<file path="config.mk">
export PLATFORM = sky130hd
export DESIGN_NAME = cfg_address_map
export DESIGN_NICKNAME = d
export VERILOG_FILES = /design/src/core/cfg_map_pkg.sv /design/src/core/net_byte_order.sv /design/src/core/cfg_address_map.sv
export VERILOG_INCLUDE_DIRS = /design/src /design/src/core
export SDC_FILE = /design/constraint.sdc
export NUM_CORES = 2
export LEC_CHECK = 0
export BUFFER_PORTS_ARGS = -buffer_cell sky130_fd_sc_hd__buf_2
export CORE_MARGIN = 4
export CORE_UTILIZATION = 60
export DETAILED_ROUTE_END_ITERATION = 10
export GPL_TIMING_DRIVEN = 0
export PLACE_DENSITY_LB_ADDON = 0.25
export SLEW_MARGIN = 30
export SYNTH_ARGS = -nofsm -noshare
export SYNTH_HDL_FRONTEND = slang
export SYNTH_SLANG_ARGS = --single-unit
</file>
<file path="constraint.sdc">
create_clock -name sys_clk -period 24.7 [get_ports sys_clk]
set_input_delay 3.705 -clock sys_clk [delete_from_list [all_inputs] [get_ports sys_clk]]
set_output_delay 3.705 -clock sys_clk [all_outputs]
set_load 0.005 [all_outputs]
</file>
<file path="src/core/cfg_map_defs.svh">
`ifndef CFG_MAP_DEFS_SVH
`define CFG_MAP_DEFS_SVH

`define CFG_ADDR_W        17
`define CFG_DATA_W        32
`define CFG_SPACE_WORDS   17'h1097B
`define REGS_BASE         17'h00000
`define REGS_WORDS        4
`define REG_RESET         32'h00000000
`define TAB_B_BASE        17'h00010
`define TAB_B_WIDTH       33
`define TAB_B_DEPTH       16
`define TAB_C_BASE        17'h00040
`define TAB_C_WIDTH       181
`define TAB_C_DEPTH       8
`define MAC_LSB           0
`define MAC_BYTES         6
`define IPV6_LSB          48
`define IPV6_BYTES        16

`endif

</file>
<file path="src/core/cfg_map_pkg.sv">
package cfg_map_pkg;

    typedef struct packed {
        logic        write;
        logic [16:0] addr;
        logic [31:0] wdata;
    } cfgReq_t;

    typedef struct packed {
        logic [31:0] rdata;
        logic        err;
    } cfgRsp_t;

    typedef enum logic [2:0] {
        BANK_NONE,
        BANK_REGS,
        BANK_TAB_B,
        BANK_TAB_C,
        BANK_OUTSIDE
    } bank_t;

    typedef logic [5:0][7:0]  macBytes_t;
    typedef logic [15:0][7:0] ipv6Bytes_t;

    typedef struct packed {
        macBytes_t  mac;
        ipv6Bytes_t ipv6;
    } netFields_t;

endpackage

</file>
<file path="src/core/net_byte_order.sv">
`timescale 1ns/10ps
`include "cfg_map_defs.svh"

module net_byte_order (
    input  wire logic [47:0]             macField,
    input  wire logic [127:0]            ipv6Field,
    output cfg_map_pkg::netFields_t      netOut
);

    genvar n;
    generate
        for (n = 0; n < `MAC_BYTES; n = n + 1) begin : g_mac
            // network byte 0 is the most significant field byte
            assign netOut.mac[n] = macField[8*(`MAC_BYTES-1-n) +: 8]; // RULE_06
        end
        for (n = 0; n < `IPV6_BYTES; n = n + 1) begin : g_ipv6
            // low network bytes in low field bytes, pairs swapped
            assign netOut.ipv6[n] = ipv6Field[8*(n ^ 1) +: 8]; // RULE_07
        end
    endgenerate

endmodule // net_byte_order

</file>
<file path="src/core/cfg_address_map.sv">
// Operation
// (RULE_01) every table is linear: entry N sits at base plus N times stride
// (RULE_02) entry stride is its width in bus words rounded up to a power of two
// (RULE_03) the whole configuration space spans exactly 67963 word addresses
// (RULE_04) integer fields are little endian: low field bits on low bus bits
// (RULE_05) a multi-word field keeps its low bits at the lowest address
// (RULE_06) MAC fields hold network byte 0 in the most significant byte
// (RULE_07) IPv6 fields keep low network bytes low, each byte pair swapped
// (RULE_08) each bank holds either a group of registers or exactly one table
// (RULE_09) master finishes one wide-bank entry before starting another there
// (RULE_10) wide banks gather words and commit the entry on its last word
`timescale 1ns/10ps
`include "cfg_map_defs.svh"

module cfg_address_map (
    input  wire logic                           sys_clk,
    input  wire logic                           rstn,
    input  wire logic                           cfgValid,
    input  wire cfg_map_pkg::cfgReq_t           cfgReq,
    output logic                                cfgAck,
    output cfg_map_pkg::cfgRsp_t                cfgRsp,
    output logic [`REGS_WORDS-1:0][31:0]        regsOut,
    input  wire logic                           lookupValid,
    input  wire logic [2:0]                     lookupIdx,
    output logic                                fieldValid,
    output cfg_map_pkg::netFields_t             fieldOut
);

    localparam int B_WORDS  = (`TAB_B_WIDTH + 31) / 32;
    localparam int C_WORDS  = (`TAB_C_WIDTH + 31) / 32;
    localparam int B_SLOG2  = $clog2(B_WORDS);
    localparam int C_SLOG2  = $clog2(C_WORDS);
    localparam int B_HOLD_W = 32 << B_SLOG2;
    localparam int C_HOLD_W = 32 << C_SLOG2;
    localparam int B_SPAN   = `TAB_B_DEPTH << B_SLOG2;
    localparam int C_SPAN   = `TAB_C_DEPTH << C_SLOG2;
    localparam int B_EBITS  = $clog2(`TAB_B_DEPTH);
    localparam int C_EBITS  = $clog2(`TAB_C_DEPTH);

    logic rstnMeta;
    logic rstnSync;

    // reset release is synchronised; every reset flop below uses the late copy
    always_ff @(posedge sys_clk or negedge rstn) begin
        if (!rstn) begin
            rstnMeta <= 1'b0;
            rstnSync <= 1'b0;
        end else begin
            rstnMeta <= 1'b1;
            rstnSync <= rstnMeta;
        end
    end

    cfg_map_pkg::bank_t          bank;
    logic [16:0]                 offB;
    logic [16:0]                 offC;
    logic [B_EBITS-1:0]          entB;
    logic [C_EBITS-1:0]          entC;
    logic [B_SLOG2-1:0]          wrdB;
    logic [C_SLOG2-1:0]          wrdC;

    always_comb begin
        offB = cfgReq.addr - `TAB_B_BASE;
        offC = cfgReq.addr - `TAB_C_BASE;
        entB = offB[B_SLOG2 +: B_EBITS]; // RULE_01 RULE_02
        entC = offC[C_SLOG2 +: C_EBITS]; // RULE_01 RULE_02
        wrdB = offB[B_SLOG2-1:0];
        wrdC = offC[C_SLOG2-1:0];
        // banks never overlap, so at most one of them owns an address
        if (cfgReq.addr >= `CFG_SPACE_WORDS) begin
            bank = cfg_map_pkg::BANK_OUTSIDE; // RULE_03
        end else if (cfgReq.addr < `REGS_BASE + 17'(`REGS_WORDS)) begin
            bank = cfg_map_pkg::BANK_REGS; // RULE_08
        end else if (cfgReq.addr >= `TAB_B_BASE && offB < 17'(B_SPAN)) begin
            bank = cfg_map_pkg::BANK_TAB_B; // RULE_08
        end else if (cfgReq.addr >= `TAB_C_BASE && offC < 17'(C_SPAN)) begin
            bank = cfg_map_pkg::BANK_TAB_C; // RULE_08
        end else begin
            bank = cfg_map_pkg::BANK_NONE;
        end
    end

    logic [`TAB_B_WIDTH-1:0]          tabB [`TAB_B_DEPTH];
    logic [`TAB_C_WIDTH-1:0]          tabC [`TAB_C_DEPTH];
    logic [`REGS_WORDS-1:0][31:0]     regs;
    logic [`REGS_WORDS-1:0][31:0]     next_regs;
    logic [B_HOLD_W-1:0]              holdB;
    logic [B_HOLD_W-1:0]              next_holdB;
    logic [C_HOLD_W-1:0]              holdC;
    logic [C_HOLD_W-1:0]              next_holdC;
    logic                             commitB;
    logic                             commitC;
    logic                             next_cfgAck;
    cfg_map_pkg::cfgRsp_t             next_cfgRsp;
    logic [B_HOLD_W-1:0]              padB;
    logic [C_HOLD_W-1:0]              padC;
    logic                             wr;

    always_comb begin
        wr          = cfgValid && cfgReq.write;
        next_regs   = regs;
        next_holdB  = holdB;
        next_holdC  = holdC;
        commitB     = 1'b0;
        commitC     = 1'b0;
        next_cfgAck = cfgValid;
        next_cfgRsp = '0;
        padB        = B_HOLD_W'(tabB[entB]);
        padC        = C_HOLD_W'(tabC[entC]);
        case (bank)
            cfg_map_pkg::BANK_REGS: begin
                if (wr) begin
                    next_regs[cfgReq.addr[1:0]] = cfgReq.wdata; // RULE_04
                end
                next_cfgRsp.rdata = regs[cfgReq.addr[1:0]];
            end
            cfg_map_pkg::BANK_TAB_B: begin
                if (wr) begin
                    next_holdB[32*wrdB +: 32] = cfgReq.wdata; // RULE_05
                    commitB = (wrdB == B_SLOG2'(B_WORDS - 1)); // RULE_10
                end
                // low word at the lowest address; padding words read zero
                next_cfgRsp.rdata = padB[32*wrdB +: 32]; // RULE_04 RULE_05
            end
            cfg_map_pkg::BANK_TAB_C: begin
                if (wr) begin
                    next_holdC[32*wrdC +: 32] = cfgReq.wdata; // RULE_05
                    commitC = (wrdC == C_SLOG2'(C_WORDS - 1)); // RULE_10
                end
                next_cfgRsp.rdata = padC[32*wrdC +: 32]; // RULE_04 RULE_05
            end
            cfg_map_pkg::BANK_OUTSIDE: begin
                next_cfgRsp.err = cfgValid; // RULE_03
            end
            default: begin
                next_cfgRsp.rdata = 32'h00000000;
            end
        endcase
    end

    always_ff @(posedge sys_clk or negedge rstnSync) begin
        if (!rstnSync) begin
            regs   <= {`REGS_WORDS{`REG_RESET}};
            holdB  <= '0;
            holdC  <= '0;
            cfgAck <= 1'b0;
            cfgRsp <= '0;
        end else begin
            regs   <= next_regs;
            holdB  <= next_holdB;
            holdC  <= next_holdC;
            cfgAck <= next_cfgAck;
            cfgRsp <= next_cfgRsp;
        end
    end

    // tables are plain storage; a lookup never sees a half-written entry
    always_ff @(posedge sys_clk) begin
        if (commitB) begin
            tabB[entB] <= next_holdB[`TAB_B_WIDTH-1:0]; // RULE_10
        end
        if (commitC) begin
            tabC[entC] <= next_holdC[`TAB_C_WIDTH-1:0]; // RULE_10
        end
    end

    assign regsOut = regs;

    cfg_map_pkg::netFields_t netNow;
    logic [`TAB_C_WIDTH-1:0] lookEntry;
    logic                    next_fieldValid;
    cfg_map_pkg::netFields_t next_fieldOut;

    assign lookEntry = tabC[lookupIdx];

    net_byte_order u_order (
        .macField  (lookEntry[`MAC_LSB +: 48]),
        .ipv6Field (lookEntry[`IPV6_LSB +: 128]),
        .netOut    (netNow)
    );

    always_comb begin
        next_fieldValid = lookupValid;
        next_fieldOut   = lookupValid ? netNow : fieldOut;
    end

    always_ff @(posedge sys_clk or negedge rstnSync) begin
        if (!rstnSync) begin
            fieldValid <= 1'b0;
            fieldOut   <= '0;
        end else begin
            fieldValid <= next_fieldValid;
            fieldOut   <= next_fieldOut;
        end
    end

    logic [16:0] lastBAddr;
    assign lastBAddr = `TAB_B_BASE + 17'(B_WORDS - 1);
endmodule // cfg_address_map

</file>
==> key figures <==
Synth
  – Library cells used by synthesis: 58
  – Post-synth EDFFs: 1976
  – Yosys reg bits: 2531
  – Synth Area per Inst: between 15 and 20 sq um
  – Synthesized area: between 100000 and 150000 sq um
  – Simple-gate share of the synthesized area: 2.01%
  – Xor/xnor share of the synthesized area: less than 1%
  – Post-synthesis mux area share: around a quarter
  – Cells after Synth: about 5500
  – Synth Flop Type: edfxtp_1
  – Largest family of logic cells by synthesized area: multiplexers
  – Yosys warns: 0
  – Synth Net Count: 5597
  – Adder-cell share of the synthesized area: 0.140%
  – Post-synth ARST share: between 20% and 30%
  – Synth Area in Compound Gates: 2.16%
  – Seq/Total Area, Yosys: 68.1%

Pwr
  – Pint: roughly 0.0070 W
  – Peak supply drop: 0.0719 mV
  – PwrDens: about 70 nW/um^2
  – Switching power of the nets: ~0.0020 W
  – Sequential share of power: between 50% and 60%
  – Clk pwr share: a little over two fifths
  – Leak Pwr: around 52 nW
  – Switching part of the total: around 22%
  – Comb power frac: 5.4%

Clock network
  – Cts bufs inserted: 276
  – # hold bufs at CTS: 0
  – CTS tree: built
  – Deepest clock path buffer count: 4
  – CTS Sinks: approximately 2500
  – Setup Buffers After CTS: 0
  – Clock slew at reported path FFs: about 60 ps
  – Resized cells post-CTS: 0
  – H-tree levels: 5
  – Clk root buf: clkbuf_16
  – Clk Latency, worst-skew pair: roughly 950 ps

Timing
  – Final Critical Period: 10060 ps
  – Final Hold Vio Count: 0
  – Skew final: approximately 50 ps
  – Slew Limit Fails: 0
  – Worst-margin pin slew: 1190 ps
  – Min setup slack post-route: about 15000 ps
  – Slew Limit Headroom: ~20%
  – Final period util: ~41%
  – Final setup fails: 0
  – RSZ-0062 raised after global routing: false
  – Fmax: 99.4 MHz

Place
  – Dpl hpwl: about 270 mm
  – RD Place Congestion: between 0.9 and 1
  – Cell Area, Placed: 117000 sq um
  – Number of port buffers: 377
  – Post-Place Setup Slack: between 10000 and 15000 ps
  – DP Cell Count: about 8700

Critical path
  – Most frequent CP cell: buf_2
  – CP Cell Sequence: buf_2 > buf_2 > clkinv_1 > clkbuf_2 > buf_16 > clkbuf_2 > buf_16 > clkbuf_2 > ha_1 > nand2b_1 > nand4_1 > xnor2_1 > or4_1 > o21ai_1 > nor4_2 > buf_2 > buf_2 > buf_2 > buf_2 > buf_2 > buf_4 > buf_2 > buf_2 > buf_4
  – Capturing element type of the critical path: flip-flop
  – CP arrival: between 10000 and 15000 ps
  – Startpoint Class: input pin
  – WS Path Type: in2reg
  – Worst path max stage delay: 720 ps
  – Crit-path max FO: 11
  – Critical Path RT: 25320 ps
  – Worst path slowest cell: nor4_2

Outcome
  – Outcome: completed

Route
  – # DRC: 0
  – Avg WL per Cell: 41.3 um
  – Total Routed Length: 381 mm
  – Via count of the routed design: approximately 67000
  – Vias per cell: approximately 7.3
  – 1st-iter DRT viols: ~12000
  – Length of the first detailed-routing pass in iterations: 9
  – Routed Antenna Nets: 0

GRT
  – First-pass GRT wire length: 524 mm
  – Vias in the first global route: ~67000
  – Global Route Usage Sum: 41.4%
  – Global route total overflow: 0
  – Largest net degree at the start of global routing: just under 50
  – Initial antenna violation count: 38

Job
  – Total of max-cap violations: 0

Final layout
  – Multi-input gate area: about 32000 sq um
  – Design Area, Final: between 100000 and 150000 sq um
  – Post-route insts no fill: about 9200
  – Layout net count: around 6700
  – Register Area: approximately 73000 sq um
  – Core Util, Final: approximately 70%
  – Share of cells above drive strength 1: 38.3%
  – Fillcell total: ~11000
  – Area Overhead vs Synth: 16.7%

Die
  – DIE HEIGHT: about 430 um
  – FP Rows: approximately 160
  – Top-Level Pins: ~400
  – Starting Density: approximately three fifths
  – Die area: between 150000 and 200000 sq um
  – Die width: roughly 430 um
  – CORE AREA: 178000 sq um

Worst hold path
  – Worst Hold Class: reg2async
==> cells in the mapped netlist, drive strengths merged (12+ instances only) <==
master	number	area (sq um)
a21oi	181	906
inv	134	503
a22o	20	175
nor2b	19	119
nor2	206	773
o21ai	17	85.1
ha	12	150
o22ai	53	332
clkbuf	209	785
mux4	902	20300
edfxtp	1976	59300
o221ai	33	289
nor4	15	145
a221oi	23	201
nor3	16	80.1
mux2i	398	3980
dfrtp	555	13900
nand2	197	739
buf	191	823
mux2	287	3230
==> power groups by stage <==
stage	registers, W	clock network (W)	logic, W
2_1_floorplan	0.00467	0	0.000206
3_3_place_gp	0.00468	0	0.000414
3_5_place_dp	0.00466	0	0.000464
4_1_cts	0.00458	0.00396	0.000466
5_1_grt	0.00458	0.00416	0.000489
6_report	0.00458	0.00398	0.000487
==> sequential cells by signal, indices dropped and copies added (netlist names) <==
register / count
cfgAck: 1
cfgRsp: 33
fieldOut: 176
fieldValid: 1
holdB: 33
holdC: 181
regsOut: 128
rstnMeta: 1
rstnSync: 1
tabB: 528
tabC: 1448
==> logic make-up (layout without fill, tap and decap cells) <==
group / after synthesis / after routing
AND/OR/NAND/NOR: 498 / 498
buffers and inverters: 537 / 1844
other: 1 / 28
flip-flops: 2531 / 2531
multiplexers: 1587 / 1587
adder cells (fa/ha/maj): 12 / 12
XOR/XNOR: 3 / 3
AO/OA/AOI/OAI: 359 / 359
==> cell usage in the layout (no fill, tap or decap), drive strengths merged, types with 19 or more instances in the layout <==
cell	count
mux2i	398
o22ai	53
inv	136
a21oi	181
buf	1018
a221oi	23
a22o	20
nand2	197
nor2	206
clkinv	74
mux4	902
dfrtp	555
o221ai	33
diode	27
nor2b	19
edfxtp	1976
mux2	287
clkbuf	593
==> critical path, delay by kind of cell <==
| family | cells | cell delay, ps |
|---|---|---|
| simple gates | 4 | 1410 |
| xor+xnor | 1 | 500 |
| buf+inv | 17 | 4460 |
| compound gates | 1 | 200 |
| fa+ha+maj | 1 | 350 |
==> layer usage <==
layer	part of all wire, %	global-route usage [%]	up-vias
met4	9.4	30.1	22
li1	-	-	24800
met1	31	51.0	34600
met3	16	17.0	1560
met2	44	59.5	6420
met5	0.054	0	-
==> final timing paths <==
kind / from / to / slack (ps) / cells after the start
setup / recovery: cfgReq[37] / tabC[4][151] / 14640 / 24
hold / removal: rstnSync / fieldOut[1] / 320 / 0
setup reg to reg: tabC[7][79] / cfgRsp[16] / 21560 / 4
hold reg to reg: rstnSync / fieldOut[1] / 320 / 0
max in group asynchronous: rstn / rstnSync / 22030 / 1
min in group sys_clk: rstnMeta / rstnSync / 350 / 0
==> layout make-up <==
| class | count | area share (%) |
|---|---|---|
| antenna | 27 | 0.0538 |
| buffer | 400 | 1.48 |
| clock buffer | 378 | 6.10 |
| clock inverter | 96 | 0.671 |
| inverter | 137 | 0.410 |
| multi-input combinational | 2460 | 25.8 |
| sequential | 2531 | 58.4 |
| tap | 2355 | 2.35 |
| timing repair buffer | 833 | 4.75 |
==> through the flow <==
stage               total power (W)  hold WS, ps  TNS [ps]
detailed placement          0.00513          329         0
CTS                         0.00901          336         0
floorplan                   0.00488          331    -54320
global placement            0.00510          334         -
finish                      0.00905          323         0
global route                0.00922          372         0
No activity file was read; power rests on OpenSTA's default activity.
